--- src/rtl/mci_defs.vh ---
// Shared constants of the card start-up command block
`ifndef MCI_DEFS_VH
`define MCI_DEFS_VH
// Register byte offsets
`define MCI_REG_CTRL 8'h00
`define MCI_REG_WIN 8'h04
`define MCI_REG_STAT 8'h08
`define MCI_REG_CID0 8'h0c
`define MCI_REG_CID1 8'h10
`define MCI_REG_CID2 8'h14
`define MCI_REG_CID3 8'h18
// Control fields and reset values
`define MCI_CTRL_VHS_LSB 0
`define MCI_CTRL_HICAP 4
`define MCI_CTRL_LVSUP 5
`define MCI_CTRL_EN 6
`define MCI_CTRL_PWRCYC 7
`define MCI_CTRL_RST 7'h71
`define MCI_WIN_RST 16'hff80
`define MCI_CID_RST 32'h0
// Command and reply indices
`define MCI_CMD_RESET 6'h00
`define MCI_CMD_IDREQ 6'h02
`define MCI_CMD_ADDR 6'h03
`define MCI_CMD_IFCOND 6'h08
`define MCI_CMD_APP 6'h37
`define MCI_CMD_OPCOND 6'h29
`define MCI_RSP_OCR_IDX 6'h3f
// Argument and reply bit positions
`define MCI_ARG_BUSY 31
`define MCI_ARG_HCS 30
`define MCI_ARG_XPC 28
`define MCI_ARG_LVR 24
`define MCI_STAT_APP 5
// Timing
`define MCI_CLK_KHZ 20000
`define MCI_INIT_LIMIT_MS 1000
`define MCI_INIT_CYC (`MCI_INIT_LIMIT_MS * `MCI_CLK_KHZ)
`define MCI_NCR_EDGES 3'd2
`endif

--- src/rtl/mci_cmd_rx.v ---
// Command frame receiver: 48 bits, checks framing and CRC7
`timescale 1ns/100ps
module mci_cmd_rx (
    input wire clk_i,
    input wire rst_i,
    input wire en_i,
    input wire bit_en_i,
    input wire bit_i,
    output reg vld_o,
    output reg ok_o,
    output reg [5:0] idx_o,
    output reg [31:0] arg_o
);
    reg [47:0] sh_q;
    reg [5:0] cnt_q;
    reg [6:0] crc;
    integer i;

    // CRC7 over the first 40 bits of the frame
    always @* begin
        crc = 7'h00;
        for (i = 47; i >= 8; i = i - 1) begin
            crc = {crc[5:0], 1'b0} ^ ((sh_q[i] ^ crc[6]) ? 7'h09 : 7'h00);
        end
    end

    // Start bit opens a frame, the 48th bit closes it
    always @(posedge clk_i) begin
        vld_o <= 1'b0;
        if (rst_i | ~en_i) begin
            cnt_q <= 6'h00;
            sh_q <= 48'h0;
            ok_o <= 1'b0;
            idx_o <= 6'h00;
            arg_o <= 32'h0;
        end else if (cnt_q == 6'd48) begin
            cnt_q <= 6'h00;
            vld_o <= 1'b1;
            ok_o <= ~sh_q[46] ? 1'b0 : (sh_q[0] & (crc == sh_q[7:1]));
            idx_o <= sh_q[45:40];
            arg_o <= sh_q[39:8];
        end else if (bit_en_i && (cnt_q != 6'h00 || !bit_i)) begin
            sh_q <= {sh_q[46:0], bit_i};
            cnt_q <= cnt_q + 6'd1;
        end
    end
endmodule // mci_cmd_rx

--- src/rtl/mci_rsp_tx.v ---
// Reply serialiser: 48-bit replies or 136-bit identity reply
`timescale 1ns/100ps
`include "mci_defs.vh"
module mci_rsp_tx (
    input wire clk_i,
    input wire rst_i,
    input wire start_i,
    input wire long_i,
    input wire crc_en_i,
    input wire [39:0] data_i,
    input wire [127:0] cid_i,
    input wire bit_en_i,
    output reg bit_o,
    output reg oe_o,
    output wire busy_o
);
    reg [135:0] sh_q;
    reg [7:0] n_q;
    reg [6:0] crc;
    integer i;

    // CRC7 of the 40 leading bits of a short reply
    always @* begin
        crc = 7'h00;
        for (i = 39; i >= 0; i = i - 1) begin
            crc = {crc[5:0], 1'b0} ^ ((data_i[i] ^ crc[6]) ? 7'h09 : 7'h00);
        end
    end

    assign busy_o = oe_o | (n_q != 8'h00);

    // Bits change on falling link edges so the host samples them stable
    always @(posedge clk_i) begin
        if (rst_i) begin
            sh_q <= 136'h0;
            n_q <= 8'h00;
            bit_o <= 1'b1;
            oe_o <= 1'b0;
        end else if (start_i) begin
            if (long_i) begin
                sh_q <= {2'b00, `MCI_RSP_OCR_IDX, cid_i[127:1], 1'b1};
                n_q <= 8'd136;
            end else begin
                sh_q <= {data_i, (crc_en_i ? crc : 7'h7f), 1'b1, 88'h0};
                n_q <= 8'd48;
            end
        end else if (bit_en_i) begin
            if (n_q != 8'h00) begin
                bit_o <= sh_q[135];
                oe_o <= 1'b1;
                sh_q <= {sh_q[134:0], 1'b0};
                n_q <= n_q - 8'd1;
            end else begin
                bit_o <= 1'b1;
                oe_o <= 1'b0;
            end
        end
    end
endmodule // mci_rsp_tx

--- src/rtl/mci_card.v ---
// Card start-up command interpreter with its Wishbone register file
//
// Implementation choices: register access over Wishbone and the register offsets.
`timescale 1ns/100ps
`include "mci_defs.vh"
module mci_card #(
    parameter INIT_CYCLES = `MCI_INIT_CYC
) (
    input wire clk_i,
    input wire rst_i,
    input wire wb_cyc_i,
    input wire wb_stb_i,
    input wire wb_we_i,
    input wire [7:0] wb_adr_i,
    input wire [3:0] wb_sel_i,
    input wire [31:0] wb_dat_i,
    output reg [31:0] wb_dat_o,
    output reg wb_ack_o,
    input wire sclk_i,
    input wire cmd_i,
    output wire cmd_o,
    output wire cmd_oe_o
);
    localparam [4:0] ST_IDLE = 5'b00001;
    localparam [4:0] ST_READY = 5'b00010;
    localparam [4:0] ST_IDENT = 5'b00100;
    localparam [4:0] ST_STBY = 5'b01000;
    localparam [4:0] ST_INACT = 5'b10000;
    localparam [31:0] INIT_LAST_W = INIT_CYCLES - 1;
    // Counter is 25 bits wide, enough for one second at 20 MHz
    localparam [24:0] INIT_LAST = INIT_LAST_W[24:0];

    reg [4:0] state_q;
    reg [6:0] ctrl_q;
    reg [15:0] win_q;
    reg [127:0] cid_q;
    reg pwr_cyc_q;
    reg [15:0] rca_q;
    reg [15:0] lfsr_q;
    reg app_q;
    reg ifok_q;
    reg init_q;
    reg done_q;
    reg hcs_q;
    reg xpc_q;
    reg lvr_q;
    reg [24:0] init_cnt_q;
    reg rsp_req_q;
    reg rsp_long_q;
    reg rsp_crc_q;
    reg [39:0] rsp_data_q;
    reg pend_q;
    reg [2:0] ncr_q;
    reg tx_go_q;
    reg sclk_m_q;
    reg sclk_s_q;
    reg sclk_p_q;
    reg cmd_m_q;
    reg cmd_s_q;
    reg [3:0] st_code;
    reg [31:0] ocr_word;
    reg [31:0] card_stat;
    reg [31:0] wmask;
    reg [31:0] rd_d;
    wire sclk_rise;
    wire sclk_fall;
    wire rx_vld;
    wire rx_ok;
    wire [5:0] rx_idx;
    wire [31:0] rx_arg;
    wire tx_busy;
    wire wb_req;
    wire wr_en;
    wire [3:0] supplied_voltage_field;
    wire vhs_onehot;
    wire cap_block;

    // Two-stage synchronisers; the first stage feeds no logic, and a third sclk stage feeds the edge detect
    always @(posedge clk_i) begin
        if (rst_i) begin
            sclk_m_q <= 1'b0;
            sclk_s_q <= 1'b0;
            sclk_p_q <= 1'b0;
            cmd_m_q <= 1'b1;
            cmd_s_q <= 1'b1;
        end else begin
            sclk_m_q <= sclk_i;
            sclk_s_q <= sclk_m_q;
            sclk_p_q <= sclk_s_q;
            cmd_m_q <= cmd_i;
            cmd_s_q <= cmd_m_q;
        end
    end
    assign sclk_rise = sclk_s_q & ~sclk_p_q;
    assign sclk_fall = ~sclk_s_q & sclk_p_q;

    // Receiver is held off while a reply is pending or on the line
    mci_cmd_rx u_rx (
        .clk_i(clk_i),
        .rst_i(rst_i),
        .en_i(~pend_q & ~tx_busy & ~tx_go_q & ~rsp_req_q),
        .bit_en_i(sclk_rise),
        .bit_i(cmd_s_q),
        .vld_o(rx_vld),
        .ok_o(rx_ok),
        .idx_o(rx_idx),
        .arg_o(rx_arg)
    );

    mci_rsp_tx u_tx (
        .clk_i(clk_i),
        .rst_i(rst_i),
        .start_i(tx_go_q),
        .long_i(rsp_long_q),
        .crc_en_i(rsp_crc_q),
        .data_i(rsp_data_q),
        .cid_i(cid_q),
        .bit_en_i(sclk_fall),
        .bit_o(cmd_o),
        .oe_o(cmd_oe_o),
        .busy_o(tx_busy)
    );

    // Reply gap: a fixed number of falling edges after the end bit
    always @(posedge clk_i) begin
        tx_go_q <= 1'b0;
        if (rst_i) begin
            pend_q <= 1'b0;
            ncr_q <= 3'h0;
        end else if (rsp_req_q) begin
            pend_q <= 1'b1;
            ncr_q <= 3'h0;
        end else if (pend_q && sclk_fall) begin
            if (ncr_q == `MCI_NCR_EDGES - 3'd1) begin
                pend_q <= 1'b0;
                tx_go_q <= 1'b1;
            end else begin
                ncr_q <= ncr_q + 3'd1;
            end
        end
    end

    // Free-running address source, never zero
    always @(posedge clk_i) begin
        if (rst_i) begin
            lfsr_q <= 16'h0001;
        end else begin
            lfsr_q <= {lfsr_q[14:0], lfsr_q[15] ^ lfsr_q[14] ^ lfsr_q[12] ^ lfsr_q[3]};
        end
    end

    // Reply words built from the live card state
    assign supplied_voltage_field = rx_arg[11:8];
    assign vhs_onehot = (supplied_voltage_field != 4'h0) && ((supplied_voltage_field & (supplied_voltage_field - 4'h1)) == 4'h0);
    assign cap_block = ctrl_q[`MCI_CTRL_HICAP] & ~(ifok_q & hcs_q);
    always @* begin
        case (state_q)
            ST_READY: st_code = 4'h1;
            ST_IDENT: st_code = 4'h2;
            ST_STBY: st_code = 4'h3;
            default: st_code = 4'h0;
        endcase
        ocr_word = 32'h0;
        ocr_word[`MCI_ARG_BUSY] = done_q;
        ocr_word[`MCI_ARG_HCS] = done_q & ifok_q & ctrl_q[`MCI_CTRL_HICAP];
        ocr_word[`MCI_ARG_LVR] = done_q & lvr_q & ctrl_q[`MCI_CTRL_LVSUP];
        ocr_word[23:8] = win_q;
        card_stat = {19'h0, st_code, 9'h0};
        card_stat[`MCI_STAT_APP] = 1'b1;
    end

    // Command interpreter
    always @(posedge clk_i) begin
        rsp_req_q <= 1'b0;
        if (rst_i || pwr_cyc_q) begin
            state_q <= ST_IDLE;
            rca_q <= 16'h0;
            app_q <= 1'b0;
            ifok_q <= 1'b0;
            init_q <= 1'b0;
            done_q <= 1'b0;
            hcs_q <= 1'b0;
            xpc_q <= 1'b0;
            lvr_q <= 1'b0;
            init_cnt_q <= 25'h0;
            rsp_long_q <= 1'b0;
            rsp_crc_q <= 1'b1;
            rsp_data_q <= 40'h0;
        end else begin
            // Initialisation timer; stalls for a blocked capacity pairing
            if (init_q && !done_q && !cap_block) begin
                if (init_cnt_q == INIT_LAST) begin
                    done_q <= 1'b1;
                end else begin
                    init_cnt_q <= init_cnt_q + 25'd1;
                end
            end
            // Bad CRC or framing leaves everything untouched
            if (rx_vld && rx_ok && ctrl_q[`MCI_CTRL_EN] && state_q != ST_INACT) begin
                app_q <= 1'b0;
                rsp_long_q <= 1'b0;
                rsp_crc_q <= 1'b1;
                case (rx_idx)
                    `MCI_CMD_RESET: begin
                        state_q <= ST_IDLE;
                        rca_q <= 16'h0;
                        ifok_q <= 1'b0;
                        init_q <= 1'b0;
                        done_q <= 1'b0;
                        init_cnt_q <= 25'h0;
                    end
                    `MCI_CMD_IFCOND: begin
                        // Answer only an acceptable single voltage bit
                        if (state_q == ST_IDLE && vhs_onehot &&
                            (supplied_voltage_field & ctrl_q[3:0]) != 4'h0) begin
                            ifok_q <= 1'b1;
                            rsp_data_q <= {2'b00, `MCI_CMD_IFCOND, 20'h0, rx_arg[11:0]};
                            rsp_req_q <= 1'b1;
                        end
                    end
                    `MCI_CMD_APP: begin
                        if ((state_q == ST_IDLE || state_q == ST_STBY) &&
                            rx_arg[31:16] == rca_q) begin
                            app_q <= 1'b1;
                            rsp_data_q <= {2'b00, `MCI_CMD_APP, card_stat};
                            rsp_req_q <= 1'b1;
                        end
                    end
                    `MCI_CMD_OPCOND: begin
                        // Without the prefix this is an illegal command
                        if (app_q && state_q == ST_IDLE) begin
                            rsp_data_q <= {2'b00, `MCI_RSP_OCR_IDX, ocr_word};
                            rsp_crc_q <= 1'b0;
                            if (rx_arg[23:0] == 24'h0) begin
                                rsp_req_q <= 1'b1;
                            end else if (init_q) begin
                                // Repeats keep the first argument's effect
                                rsp_req_q <= 1'b1;
                                if (done_q) begin
                                    state_q <= ST_READY;
                                end
                            end else if ((rx_arg[23:8] & win_q) == 16'h0) begin
                                state_q <= ST_INACT;
                            end else begin
                                init_q <= 1'b1;
                                hcs_q <= rx_arg[`MCI_ARG_HCS];
                                xpc_q <= rx_arg[`MCI_ARG_XPC];
                                lvr_q <= rx_arg[`MCI_ARG_LVR];
                                rsp_req_q <= 1'b1;
                            end
                        end
                    end
                    `MCI_CMD_IDREQ: begin
                        if (state_q == ST_READY) begin
                            rsp_long_q <= 1'b1;
                            rsp_req_q <= 1'b1;
                            state_q <= ST_IDENT;
                        end
                    end
                    `MCI_CMD_ADDR: begin
                        if (state_q == ST_IDENT || state_q == ST_STBY) begin
                            rca_q <= lfsr_q;
                            rsp_data_q <= {2'b00, `MCI_CMD_ADDR, lfsr_q, 3'h0,
                                card_stat[12:0]};
                            rsp_req_q <= 1'b1;
                            state_q <= ST_STBY;
                        end
                    end
                    default: begin
                        rsp_req_q <= 1'b0;
                    end
                endcase
            end
        end
    end

    // Wishbone classic slave: ack one cycle after the strobe, for one cycle
    assign wb_req = wb_cyc_i & wb_stb_i & ~wb_ack_o;
    assign wr_en = wb_req & wb_we_i;
    always @* begin
        wmask = {{8{wb_sel_i[3]}}, {8{wb_sel_i[2]}}, {8{wb_sel_i[1]}}, {8{wb_sel_i[0]}}};
        case (wb_adr_i)
            `MCI_REG_CTRL: rd_d = {25'h0, ctrl_q};
            `MCI_REG_WIN: rd_d = {16'h0, win_q};
            `MCI_REG_STAT: rd_d = {rca_q, 5'h0, init_q, lvr_q, xpc_q, hcs_q, ifok_q,
                done_q, state_q};
            `MCI_REG_CID0: rd_d = cid_q[31:0];
            `MCI_REG_CID1: rd_d = cid_q[63:32];
            `MCI_REG_CID2: rd_d = cid_q[95:64];
            `MCI_REG_CID3: rd_d = cid_q[127:96];
            default: rd_d = 32'h0;
        endcase
    end

    // Register writes; power-cycle bit is a self-clearing pulse
    always @(posedge clk_i) begin
        if (rst_i) begin
            wb_ack_o <= 1'b0;
            wb_dat_o <= 32'h0;
            ctrl_q <= `MCI_CTRL_RST;
            win_q <= `MCI_WIN_RST;
            cid_q <= {4{`MCI_CID_RST}};
            pwr_cyc_q <= 1'b0;
        end else begin
            wb_ack_o <= wb_req;
            wb_dat_o <= wb_req ? rd_d : 32'h0;
            pwr_cyc_q <= 1'b0;
            if (wr_en) begin
                case (wb_adr_i)
                    `MCI_REG_CTRL: begin
                        ctrl_q <= (ctrl_q & ~wmask[6:0]) | (wb_dat_i[6:0] & wmask[6:0]);
                        pwr_cyc_q <= wb_dat_i[`MCI_CTRL_PWRCYC] & wb_sel_i[0];
                    end
                    `MCI_REG_WIN: win_q <= (win_q & ~wmask[15:0]) |
                        (wb_dat_i[15:0] & wmask[15:0]);
                    `MCI_REG_CID0: cid_q[31:0] <= (cid_q[31:0] & ~wmask) | (wb_dat_i & wmask);
                    `MCI_REG_CID1: cid_q[63:32] <= (cid_q[63:32] & ~wmask) | (wb_dat_i & wmask);
                    `MCI_REG_CID2: cid_q[95:64] <= (cid_q[95:64] & ~wmask) | (wb_dat_i & wmask);
                    `MCI_REG_CID3: cid_q[127:96] <= (cid_q[127:96] & ~wmask) |
                        (wb_dat_i & wmask);
                    default: ctrl_q <= ctrl_q;
                endcase
            end
        end
    end
endmodule // mci_card

--- config.mk ---
export PLATFORM = sky130hd
export DESIGN_NAME = mci_card
export DESIGN_NICKNAME = d
export VERILOG_FILES = /design/src/rtl/mci_cmd_rx.v /design/src/rtl/mci_rsp_tx.v /design/src/rtl/mci_card.v
export VERILOG_INCLUDE_DIRS = /design/src /design/src/rtl
export SDC_FILE = /design/constraint.sdc
export NUM_CORES = 1
export LEC_CHECK = 0
export BUFFER_PORTS_ARGS = -buffer_cell sky130_fd_sc_hd__clkbuf_2
export CAP_MARGIN = 20
export CORE_UTILIZATION = 45
export CTS_CLUSTER_SIZE = 25
export DETAILED_ROUTE_END_ITERATION = 8
export SLEW_MARGIN = 20
export SYNTH_ARGS = -nofsm -noshare
export SYNTH_HDL_FRONTEND = slang
export SYNTH_SLANG_ARGS = --single-unit
--- constraint.sdc ---
create_clock -name clk_i -period 2.4 [get_ports clk_i]
set_input_delay 0.24 -clock clk_i [delete_from_list [all_inputs] [get_ports clk_i]]
set_output_delay 0.24 -clock clk_i [all_outputs]
set_load 0.01 [all_outputs]
==> results.sh, run 1 <==
export IMPL_dp_cells=3652
export IMPL_grt_pass1_wl_mm=118
export IMPL_grt_pass1_vias=20600
export IMPL_num_vias=21500
export IMPL_final_period_utilization_pct=103
export IMPL_syn_to_final_growth_pct=21.4
export IMPL_finalClockSkew_ps=34.0
export IMPL_n_fill_cell=4897
export IMPL_intPower_mw=14.8
export IMPL_slew_violations=0
export IMPL_seq_area_frac_synth_pct=44.3
export IMPL_min_period_ps=2460
export IMPL_ys_ff_latch=542
export IMPL_crit_path_top_delay_cell="xor3_1"
export IMPL_grt_max_degree=194
export IMPL_placementRows=85
export IMPL_vdd_drop_max_mv=0.564
export IMPL_viasPerCell=5.65
export IMPL_place_area_mm2=0.0269
export IMPL_hold_path_depth=4
export IMPL_fp_dieArea_mm2=0.0553
export IMPL_place_gp_congestion=0.918
export IMPL_crit_chain="xor3_1 -> xnor3_1 -> xnor3_1 -> xnor3_1 -> xnor2_1 -> o22ai_1 -> o22ai_1"
export IMPL_clock_path_buffers=3
export IMPL_cp_arrival_ps=2940
export IMPL_layout_nets=3120
export IMPL_comb_power_share_pct=2.3
export IMPL_totalWireLength_mm=75.2
export IMPL_critPathTopFamily="XOR/XNOR gates"
export IMPL_place_hpwl_mm=52.7
export IMPL_rr_worst_depth=7
export IMPL_p_leak_nw=11.1
export IMPL_yosysWarnings=0
export IMPL_final_layout_size_suffix_gt1_share_pct=15.8
export IMPL_clkSinkCount=542
export IMPL_power_density_mw_per_mm2=638
export IMPL_synth_nets=2948
export IMPL_drc=0
export IMPL_cts_buffers=57
export IMPL_ctsRootBufferMaster="clkbuf_16"
export IMPL_cts_tree="built"
export IMPL_path_buf_inv=0
export IMPL_critPathKind="flip-flop to flip-flop"
export IMPL_fin_tns_setup_ps=-216
export IMPL_max_slew_margin_pct=33.9
export IMPL_gr_total_overflow=0
export IMPL_cap_violations=0
export IMPL_synth_edf_count=0
export IMPL_design_area_mm2=0.0297
export IMPL_p_sw_mw=4.14
export IMPL_worst_pin_slew_ps=991
export IMPL_synthCells=2891
export IMPL_dpl_worst_slack_ps=-109
export IMPL_drtIter0Drc=1782
export IMPL_required_ps=2880
export IMPL_die_w_um=235
export IMPL_post_route_util_pct=55.2
export IMPL_io_buffers=85
export IMPL_hold_slack_ps=67.7
export IMPL_syn_avg_cell_area_um2=8.47
export IMPL_wl_per_cell_um=19.7
export IMPL_synth_area_mm2=0.0245
export IMPL_critPathMaxStageDelay_ps=450
export IMPL_ios=86
export IMPL_clkPwrFrac_pct=50.2
export IMPL_grtUsageTotal_pct=26.7
export IMPL_die_h_um=235
export IMPL_fin_cells=3809
export IMPL_swShare_pct=21.9
export IMPL_startpoint_type="flip-flop"
export IMPL_worst_slack_ps=-60.5
export IMPL_synthArstFlopShare_pct=0
export IMPL_insertion_delay_ps=630
export IMPL_path_common_cell="xnor3_1"
export IMPL_htree_levels=2
export IMPL_max_freq_mhz=406
export IMPL_dr_pass1_iters=8
export IMPL_hold_class="input pin to flip-flop"
export IMPL_core_area_mm2=0.0538
export IMPL_rsz0062_at_grt="true"
export IMPL_end_kind="flip-flop"
export IMPL_total_power_mw=19.0
export IMPL_crit_fanout=2
export IMPL_seqPwrFrac_pct=47.5
export IMPL_start_util_pct=45.5
export IMPL_synth_cell_types=63
export IMPL_setup_viol=6
export IMPL_ant_nets=0
export IMPL_violations="negative setup slack"
export IMPL_cp_depth=7
export IMPL_status="complete, but fails checks"
export IMPL_final_hold_violation_count=0
export IMPL_path_clk_slew_ps=60
export IMPL_synth_ff_type="dfxtp_1"
export IMPL_antenna_found_initial=2
==> cells in the mapped netlist, drive strengths merged (6+ instances only) <==
cell | n | share of area [%]
nand2 | 564 | 8.6
dfxtp | 542 | 44
nor2 | 340 | 5.2
a21oi | 277 | 5.7
clkbuf | 181 | 2.8
mux2i | 168 | 6.9
xnor2 | 99 | 3.7
a31oi | 96 | 2.5
nand3 | 76 | 1.6
a211oi | 54 | 1.7
and3 | 50 | 1.3
xor2 | 42 | 1.5
xnor3 | 38 | 3.5
buf | 34 | 0.63
a222oi | 29 | 1.2
nor3 | 29 | 0.59
a22o | 25 | 0.89
a22oi | 24 | 0.74
nand2b | 24 | 0.61
nor2b | 23 | 0.59
nor4 | 20 | 0.54
o21ai | 17 | 0.35
inv | 16 | 0.25
nand4 | 16 | 0.41
a221oi | 9 | 0.32
and2 | 9 | 0.23
and4 | 8 | 0.29
o22ai | 8 | 0.20
or3 | 8 | 0.20
mux2 | 7 | 0.32
nor3b | 7 | 0.24
xor3 | 7 | 0.68
a311oi | 6 | 0.21
ha | 6 | 0.31
or2 | 6 | 0.15
==> area by class of cell <==
cell class | instances | area, um^2 | area share (%)
diodes | 1 | 2.50 | 0.00842
clock buffers | 78 | 1690 | 5.67
clock inverters | 30 | 370 | 1.25
inverters | 17 | 63.8 | 0.215
multi-input cells | 2117 | 13100 | 44.1
flip-flops and latches | 542 | 10900 | 36.6
well taps | 696 | 871 | 2.93
repair buffers | 328 | 2750 | 9.25
==> final timing paths <==
| check | startpoint | to | slack [ps] |
|---|---|---|---|
| worst max-delay path | rsp_data_q[23] | u_tx.sh_q[89] | -60 |
| worst min-delay path | wb_adr_i[1] | wb_dat_o[0] | 70 |
| worst max register to register | rsp_data_q[23] | u_tx.sh_q[89] | -60 |
| worst min register to register | cmd_m_q | cmd_s_q | 430 |
==> cells by family after synthesis <==
group,share of synthesized area (%)
AOI/OAI and AO/OA,14.4
and+or+nand+nor,20.7
buffers and inverters,3.67
xor gates and xnor gates,9.37
muxes,7.19
adders and majority gates,0.307
DFF,44.3
==> cells in the final DEF, fill, tap and decap left out, drive strengths merged, types with 5 or more instances in the layout <==
cell type    netlist  layout
a211oi            54      54
a21oi            277     277
a221oi             9       9
a222oi            29      29
a22o              25      25
a22oi             24      24
a311oi             6       6
a31oi             96      96
and2               9       9
and3              50      50
and4               8       8
buf               34     205
bufinv             0       7
clkbuf           181     163
clkinv             1      18
clkinvlp           0       5
dfxtp            542     542
dlygate4sd3        0      38
ha                 6       6
inv               16      17
mux2               7       7
mux2i            168     168
nand2            564     564
nand2b            24      24
nand3             76      76
nand4             16      16
nor2             340     340
nor2b             23      23
nor3              29      29
nor3b              7       7
nor4              20      20
o21ai             17      17
o22ai              8       8
or2                6       6
or3                8       8
xnor2             99      99
xnor3             38      38
xor2              42      42
xor3               7       7
==> timing repair <==
| item | in CTS | in global routing |
|---|---|---|
| cloned | 0 | 1 |
| hold endpoints to repair | 151 | 0 |
| setup buffers | 7 | 2 |
| endpoints found under the setup margin | 9 | 48 |
| pin swaps | 25 | 7 |
| resized for setup | 39 | 28 |
| hold buffers | 38 | 0 |
==> tightest hold or removal path: stages <==
cell and delay (ps):
clkbuf_2 70, inv_1 60, nand4_1 180, a21oi_1 70
==> power groups by stage <==
stage                     registers (mW)  clock network [mW]  logic, mW
after CTS                           9.01                9.66      0.433
after floorplan                     9.21                   0      0.186
after detailed placement            9.21                   0      0.383
after global routing                9.00                10.0      0.462
final                               9.01                9.52      0.437
after global placement              9.21                   0      0.380
==> per-layer routing <==
layer | global-route usage [%] | vias up | wire length [um]
met3 | 3.45 | 158 | 4810
met5 | 0 | - | 13
met1 | 36.9 | 10300 | 33600
met2 | 42.9 | 748 | 34200
li1 | - | 10300 | -
met4 | 9.49 | 2 | 2560
No activity file was read; power rests on OpenSTA's default activity.
==> run 2: changes to the inputs <==
MAX_ROUTING_LAYER = met4   (was not set)
==> run 2 against run 1 <==
The run still ends with negative setup slack left. Cell area barely moved. Setup slack got worse by 1.6 ps. Register-to-register slack barely moved. Clock power rose by 1%. Wire length rose by 0.25%. Sequential power barely moved. First-iteration DRC count rose by 12%. Combinational power barely moved. Fmax barely moved. Clock-buffer cell count fell by 2. Largest cell class unchanged. Largest power group unchanged.
==> results.sh, run 2 (synthesis gave the netlist of run 1 again) <==
export IMPL_syn_to_final_growth_pct=21.4
export IMPL_clkPwrFrac_pct=50.5
export IMPL_ant_nets=0
export IMPL_top_usage_layer="met2"
export IMPL_layout_nets=3133
export IMPL_cp_arrival_ps=2930
export IMPL_finalClockSkew_ps=26.4
export IMPL_max_freq_mhz=406
export IMPL_slew_violations=0
export IMPL_cts_tree="built"
export IMPL_required_ps=2870
export IMPL_crit_fanout=3
export IMPL_final_cell_mix="564 x nand2_1, 526 x dfxtp_1, 338 x nor2_1"
export IMPL_wl_per_cell_um=19.7
export IMPL_final_hold_violation_count=0
export IMPL_cap_violations=0
export IMPL_place_gp_congestion=0.912
export IMPL_hold_path_depth=4
export IMPL_grt_max_degree=190
export IMPL_ctsRootBufferMaster="clkbuf_16"
export IMPL_startpoint_type="flip-flop"
export IMPL_final_common_cell="nand2_1"
export IMPL_die_w_um=235
export IMPL_post_route_util_pct=55.2
export IMPL_end_kind="flip-flop"
export IMPL_drc=0
export IMPL_num_vias=21600
export IMPL_status="complete, but fails checks"
export IMPL_final_period_utilization_pct=103
export IMPL_seqPwrFrac_pct=47.2
export IMPL_start_util_pct=45.5
export IMPL_setup_viol=5
export IMPL_grtUsageTotal_pct=27.5
export IMPL_place_hpwl_mm=53.3
export IMPL_placementRows=85
export IMPL_comb_power_share_pct=2.3
export IMPL_cts_buffers=58
export IMPL_grt_pass1_vias=20300
export IMPL_total_power_mw=19.1
export IMPL_antenna_found_initial=0
export IMPL_dr_pass1_iters=5
export IMPL_clock_path_buffers=3
export IMPL_min_period_ps=2460
export IMPL_grt_pass1_wl_mm=118
export IMPL_worst_slack_ps=-62.1
export IMPL_power_density_mw_per_mm2=643
export IMPL_p_sw_mw=4.15
export IMPL_die_h_um=235
export IMPL_critPathKind="flip-flop to flip-flop"
export IMPL_worst_pin_slew_ps=1060
export IMPL_core_area_mm2=0.0538
export IMPL_viasPerCell=5.67
export IMPL_hold_class="input pin to flip-flop"
export IMPL_rsz0062_at_grt="true"
export IMPL_insertion_delay_ps=640
export IMPL_vdd_drop_max_mv=0.593
export IMPL_path_clk_slew_ps=60
export IMPL_final_layout_size_suffix_gt1_share_pct=15.6
export IMPL_violations="negative setup slack"
export IMPL_use_met2_pct=43.3
export IMPL_io_buffers=85
export IMPL_totalWireLength_mm=75.4
export IMPL_max_slew_margin_pct=29.6
export IMPL_rr_worst_depth=9
export IMPL_fp_dieArea_mm2=0.0553
export IMPL_p_leak_nw=11.1
export IMPL_hold_slack_ps=51.5
export IMPL_gr_usage_met1_pct=37.2
export IMPL_swShare_pct=21.7
export IMPL_clkSinkCount=542
export IMPL_gr_total_overflow=0
export IMPL_intPower_mw=15.0
export IMPL_drtIter0Drc=2002
export IMPL_ios=86
export IMPL_grtUsageMet3_pct=3.21
export IMPL_htree_levels=2
[run 2: power groups by stage]
stage	Clock, mW	Combinational [mW]	Sequential (mW)
finish	9.66	0.438	9.01
global placement	0	0.382	9.21
CTS	9.80	0.431	9.01
detailed placement	0	0.385	9.21
floorplan	0	0.186	9.21
global route	10.2	0.461	9.01
[run 2: repair_timing]
item	in CTS	in global routing
endpoints found under the hold margin	145	0
hold buffers	37	0
pin swaps	30	8
endpoints found under the setup margin	9	41
resized for setup	23	26
buffers inserted	5	5
[run 2: per-stage QoR]
stage	area, um^2	setup WS, ps	setup TNS, ps	cells
2_1_floorplan	24500	-39.8	-39.8	2891
3_3_place_gp	27000	-75.1	-418	3666
3_5_place_dp	27000	-135	-898	3666
4_1_cts	29600	-73.6	-249	3813
5_1_grt	29700	-163	-1020	3818
6_report	29700	-62.1	-207	3819
[run 2: critical path, cell delays in order (launching register included)]
cell and delay (ps):
dfxtp_2 340, xor3_2 530, xnor2_4 210, xnor3_2 410, xnor3_1 220, buf_4 160
buf_4 120, xor2_1 150, nor2_1 110, nor3_1 50
[run 2: path summary, 6_finish.rpt]
kind | startpoint | to | slack [ps]
max | rsp_data_q[35] | u_tx.sh_q[94] | -60
min | rst_i | tx_go_q | 50
max reg2reg | rsp_data_q[35] | u_tx.sh_q[94] | -60
min reg2reg | cmd_m_q | cmd_s_q | 420
[run 2: cell type report]
| type | instances | area [um^2] |
|---|---|---|
| multi-input cells | 2117 | 13000 |
| inverters | 17 | 63.8 |
| clock buffers | 76 | 1650 |
| well taps | 696 | 871 |
| flip-flops and latches | 542 | 10900 |
| fillers | 4876 | 24100 |
| diodes | 1 | 2.50 |
| repair buffers | 340 | 2800 |
| clock inverters | 30 | 425 |
[run 2: metal layers]
| metal | part of all wire, % | up-vias |
|---|---|---|
| li1 | - | 10400 |
| met5 | 0 | - |
| met3 | 5.9 | 120 |
| met2 | 47 | 667 |
| met1 | 45 | 10500 |
| met4 | 2.4 | 0 |
==> run 3: changes to the inputs <==
RECOVER_POWER = 100   (was not set)
==> run 3 against run 2 <==
The flow still finishes with violations (negative setup slack). Core utilization is 0.57 points lower. Hold slack worse by 44 ps. Cell area decreased by 1.0%. Clock skew is 1.3 ps lower. Global-route usage is the same. Sequential power about the same. Combinational power is 1% lower.
==> results.sh, run 3 (synthesis gave the netlist of run 1 again) <==
export IMPL_max_slew_margin_pct=36.1
export IMPL_n_fill_cell=4933
export IMPL_die_h_um=235
export IMPL_clock_path_buffers=3
export IMPL_wl_per_cell_um=19.7
export IMPL_cp_arrival_ps=3070
export IMPL_critPathMaxStageDelay_ps=560
export IMPL_end_kind="flip-flop"
export IMPL_required_ps=2970
export IMPL_num_vias=21600
export IMPL_ant_nets=0
export IMPL_hold_slack_ps=7.73
export IMPL_io_buffers=85
export IMPL_viasPerCell=5.65
export IMPL_status="complete, but fails checks"
export IMPL_dpl_worst_slack_ps=-135
export IMPL_final_common_cell="nand2_1"
export IMPL_finalClockSkew_ps=25.1
export IMPL_crit_path_top_delay_cell="dlygate4sd3_1"
export IMPL_final_hold_violation_count=0
export IMPL_gr_usage_met1_pct=37.2
export IMPL_antenna_found_initial=1
export IMPL_gr_total_overflow=0
export IMPL_path_common_cell="dlygate4sd3_1"
export IMPL_cap_violations=0
export IMPL_start_util_pct=45.5
export IMPL_p_leak_nw=10.9
export IMPL_grt_pass1_wl_mm=118
export IMPL_top_usage_layer="met2"
export IMPL_dr_pass1_iters=6
export IMPL_slew_violations=0
export IMPL_hold_class="input pin to flip-flop"
export IMPL_worst_pin_slew_ps=958
export IMPL_critPathTopFamily="buffers and inverters"
export IMPL_die_w_um=235
export IMPL_ios=86
export IMPL_fp_dieArea_mm2=0.0553
export IMPL_ctsRootBufferMaster="clkbuf_16"
export IMPL_crit_chain="dlygate4sd3_1 -> clkbuf_2 -> nand2_1 -> dlygate4sd3_1 -> nor3_1 -> nand4_1 -> clkbuf_4 -> a21oi_1 -> buf_4"
export IMPL_post_route_util_pct=54.6
export IMPL_vdd_drop_max_mv=0.594
export IMPL_placementRows=85
export IMPL_startpoint_type="input pin"
export IMPL_grt_max_degree=190
export IMPL_place_gp_congestion=0.912
export IMPL_final_cell_mix="564 x nand2_1, 526 x dfxtp_1, 339 x nor2_1"
export IMPL_drtIter0Drc=1822
export IMPL_cts_buffers=58
export IMPL_setup_viol=16
export IMPL_cts_tree="built"
export IMPL_drc=0
export IMPL_violations="negative setup slack"
export IMPL_final_layout_size_suffix_gt1_share_pct=13.8
export IMPL_htree_levels=2
export IMPL_insertion_delay_ps=640
export IMPL_crit_fanout=29
export IMPL_grtUsageTotal_pct=27.5
export IMPL_grtUsageMet3_pct=3.21
export IMPL_critPathKind="input pin to flip-flop"
export IMPL_path_buf_inv=5
export IMPL_min_period_ps=2490
export IMPL_grt_pass1_vias=20300
export IMPL_rsz0062_at_grt="true"
export IMPL_max_freq_mhz=401
export IMPL_use_met2_pct=43.3
export IMPL_core_area_mm2=0.0538
export IMPL_final_period_utilization_pct=104
export IMPL_clkSinkCount=542
export IMPL_layout_nets=3133
export IMPL_power_density_mw_per_mm2=650
export IMPL_worst_slack_ps=-93.1
export IMPL_totalWireLength_mm=75.4
export IMPL_path_clk_slew_ps=60
export IMPL_syn_to_final_growth_pct=20.1
export IMPL_place_hpwl_mm=53.3
[run 3: cell count changes in the layout (fill, tap and decap cells not counted), sizes merged]
cell	previous run	this run
buf	219	182
clkbuf	160	197
[run 3: power by group]
| part | switching (mW) | total [mW] | internal [mW] |
|---|---|---|---|
| clock network | 3.86 | 9.67 | 5.81 |
| registers | 0.00664 | 9.01 | 9.00 |
| logic | 0.300 | 0.433 | 0.133 |
| total | 4.16 | 19.1 | 14.9 |
[run 3: routing by layer]
metal	wire length, um	vias to the layer above
li1	-	10400
met1	34100	10400
met2	35100	626
met3	4430	120
met4	1790	0
met5	0	-
[run 3: worst min-delay path, delay by kind of cell]
kind | cells | cell delay, ps
AO/OA/AOI/OAI | 1 | 60
AND/OR/NAND/NOR | 1 | 140
buffers and inverters | 2 | 150
[run 3: final timing paths]
| path | from | end | slack, ps | depth (start not counted) |
|---|---|---|---|---|
| max | wb_stb_i | wb_dat_o[31] | -90 | 9 |
| min | wb_adr_i[1] | wb_dat_o[4] | 8 | 4 |
| max reg2reg | rsp_data_q[35] | u_tx.sh_q[94] | -70 | 9 |
| min reg2reg | cmd_m_q | cmd_s_q | 420 | 1 |
[run 3: final cells by class]
cell class	count	area (um^2)	share of cell area [%]
flip-flops and latches	542	10900	37.0
diodes	1	2.50	0.00851
repair buffers	340	2530	8.60
clock buffers	76	1650	5.61
well taps	696	871	2.96
clock inverters	30	425	1.45
inverters	17	63.8	0.217
multi-input cells	2117	13000	44.2
[run 3: metrics by stage]
stage | TNS, ps | power [mW] | instance area (um^2) | cells
3_3_place_gp | -418 | 9.59 | 27000 | 3666
6_report | -413 | 19.1 | 29400 | 3819
2_1_floorplan | -39.8 | 9.40 | 24500 | 2891
4_1_cts | -249 | 19.2 | 29600 | 3813
5_1_grt | -11070 | 19.6 | 29400 | 3818
3_5_place_dp | -898 | 9.59 | 27000 | 3666
[run 3: timing repair]
action,4_1_cts,5_1_grt
hold buffers,37,0
pin swaps,30,8
setup endpoints to repair,9,41
endpoints found under the hold margin,145,0
buffers inserted,5,5
gates resized for setup,23,26
cloned,0,0
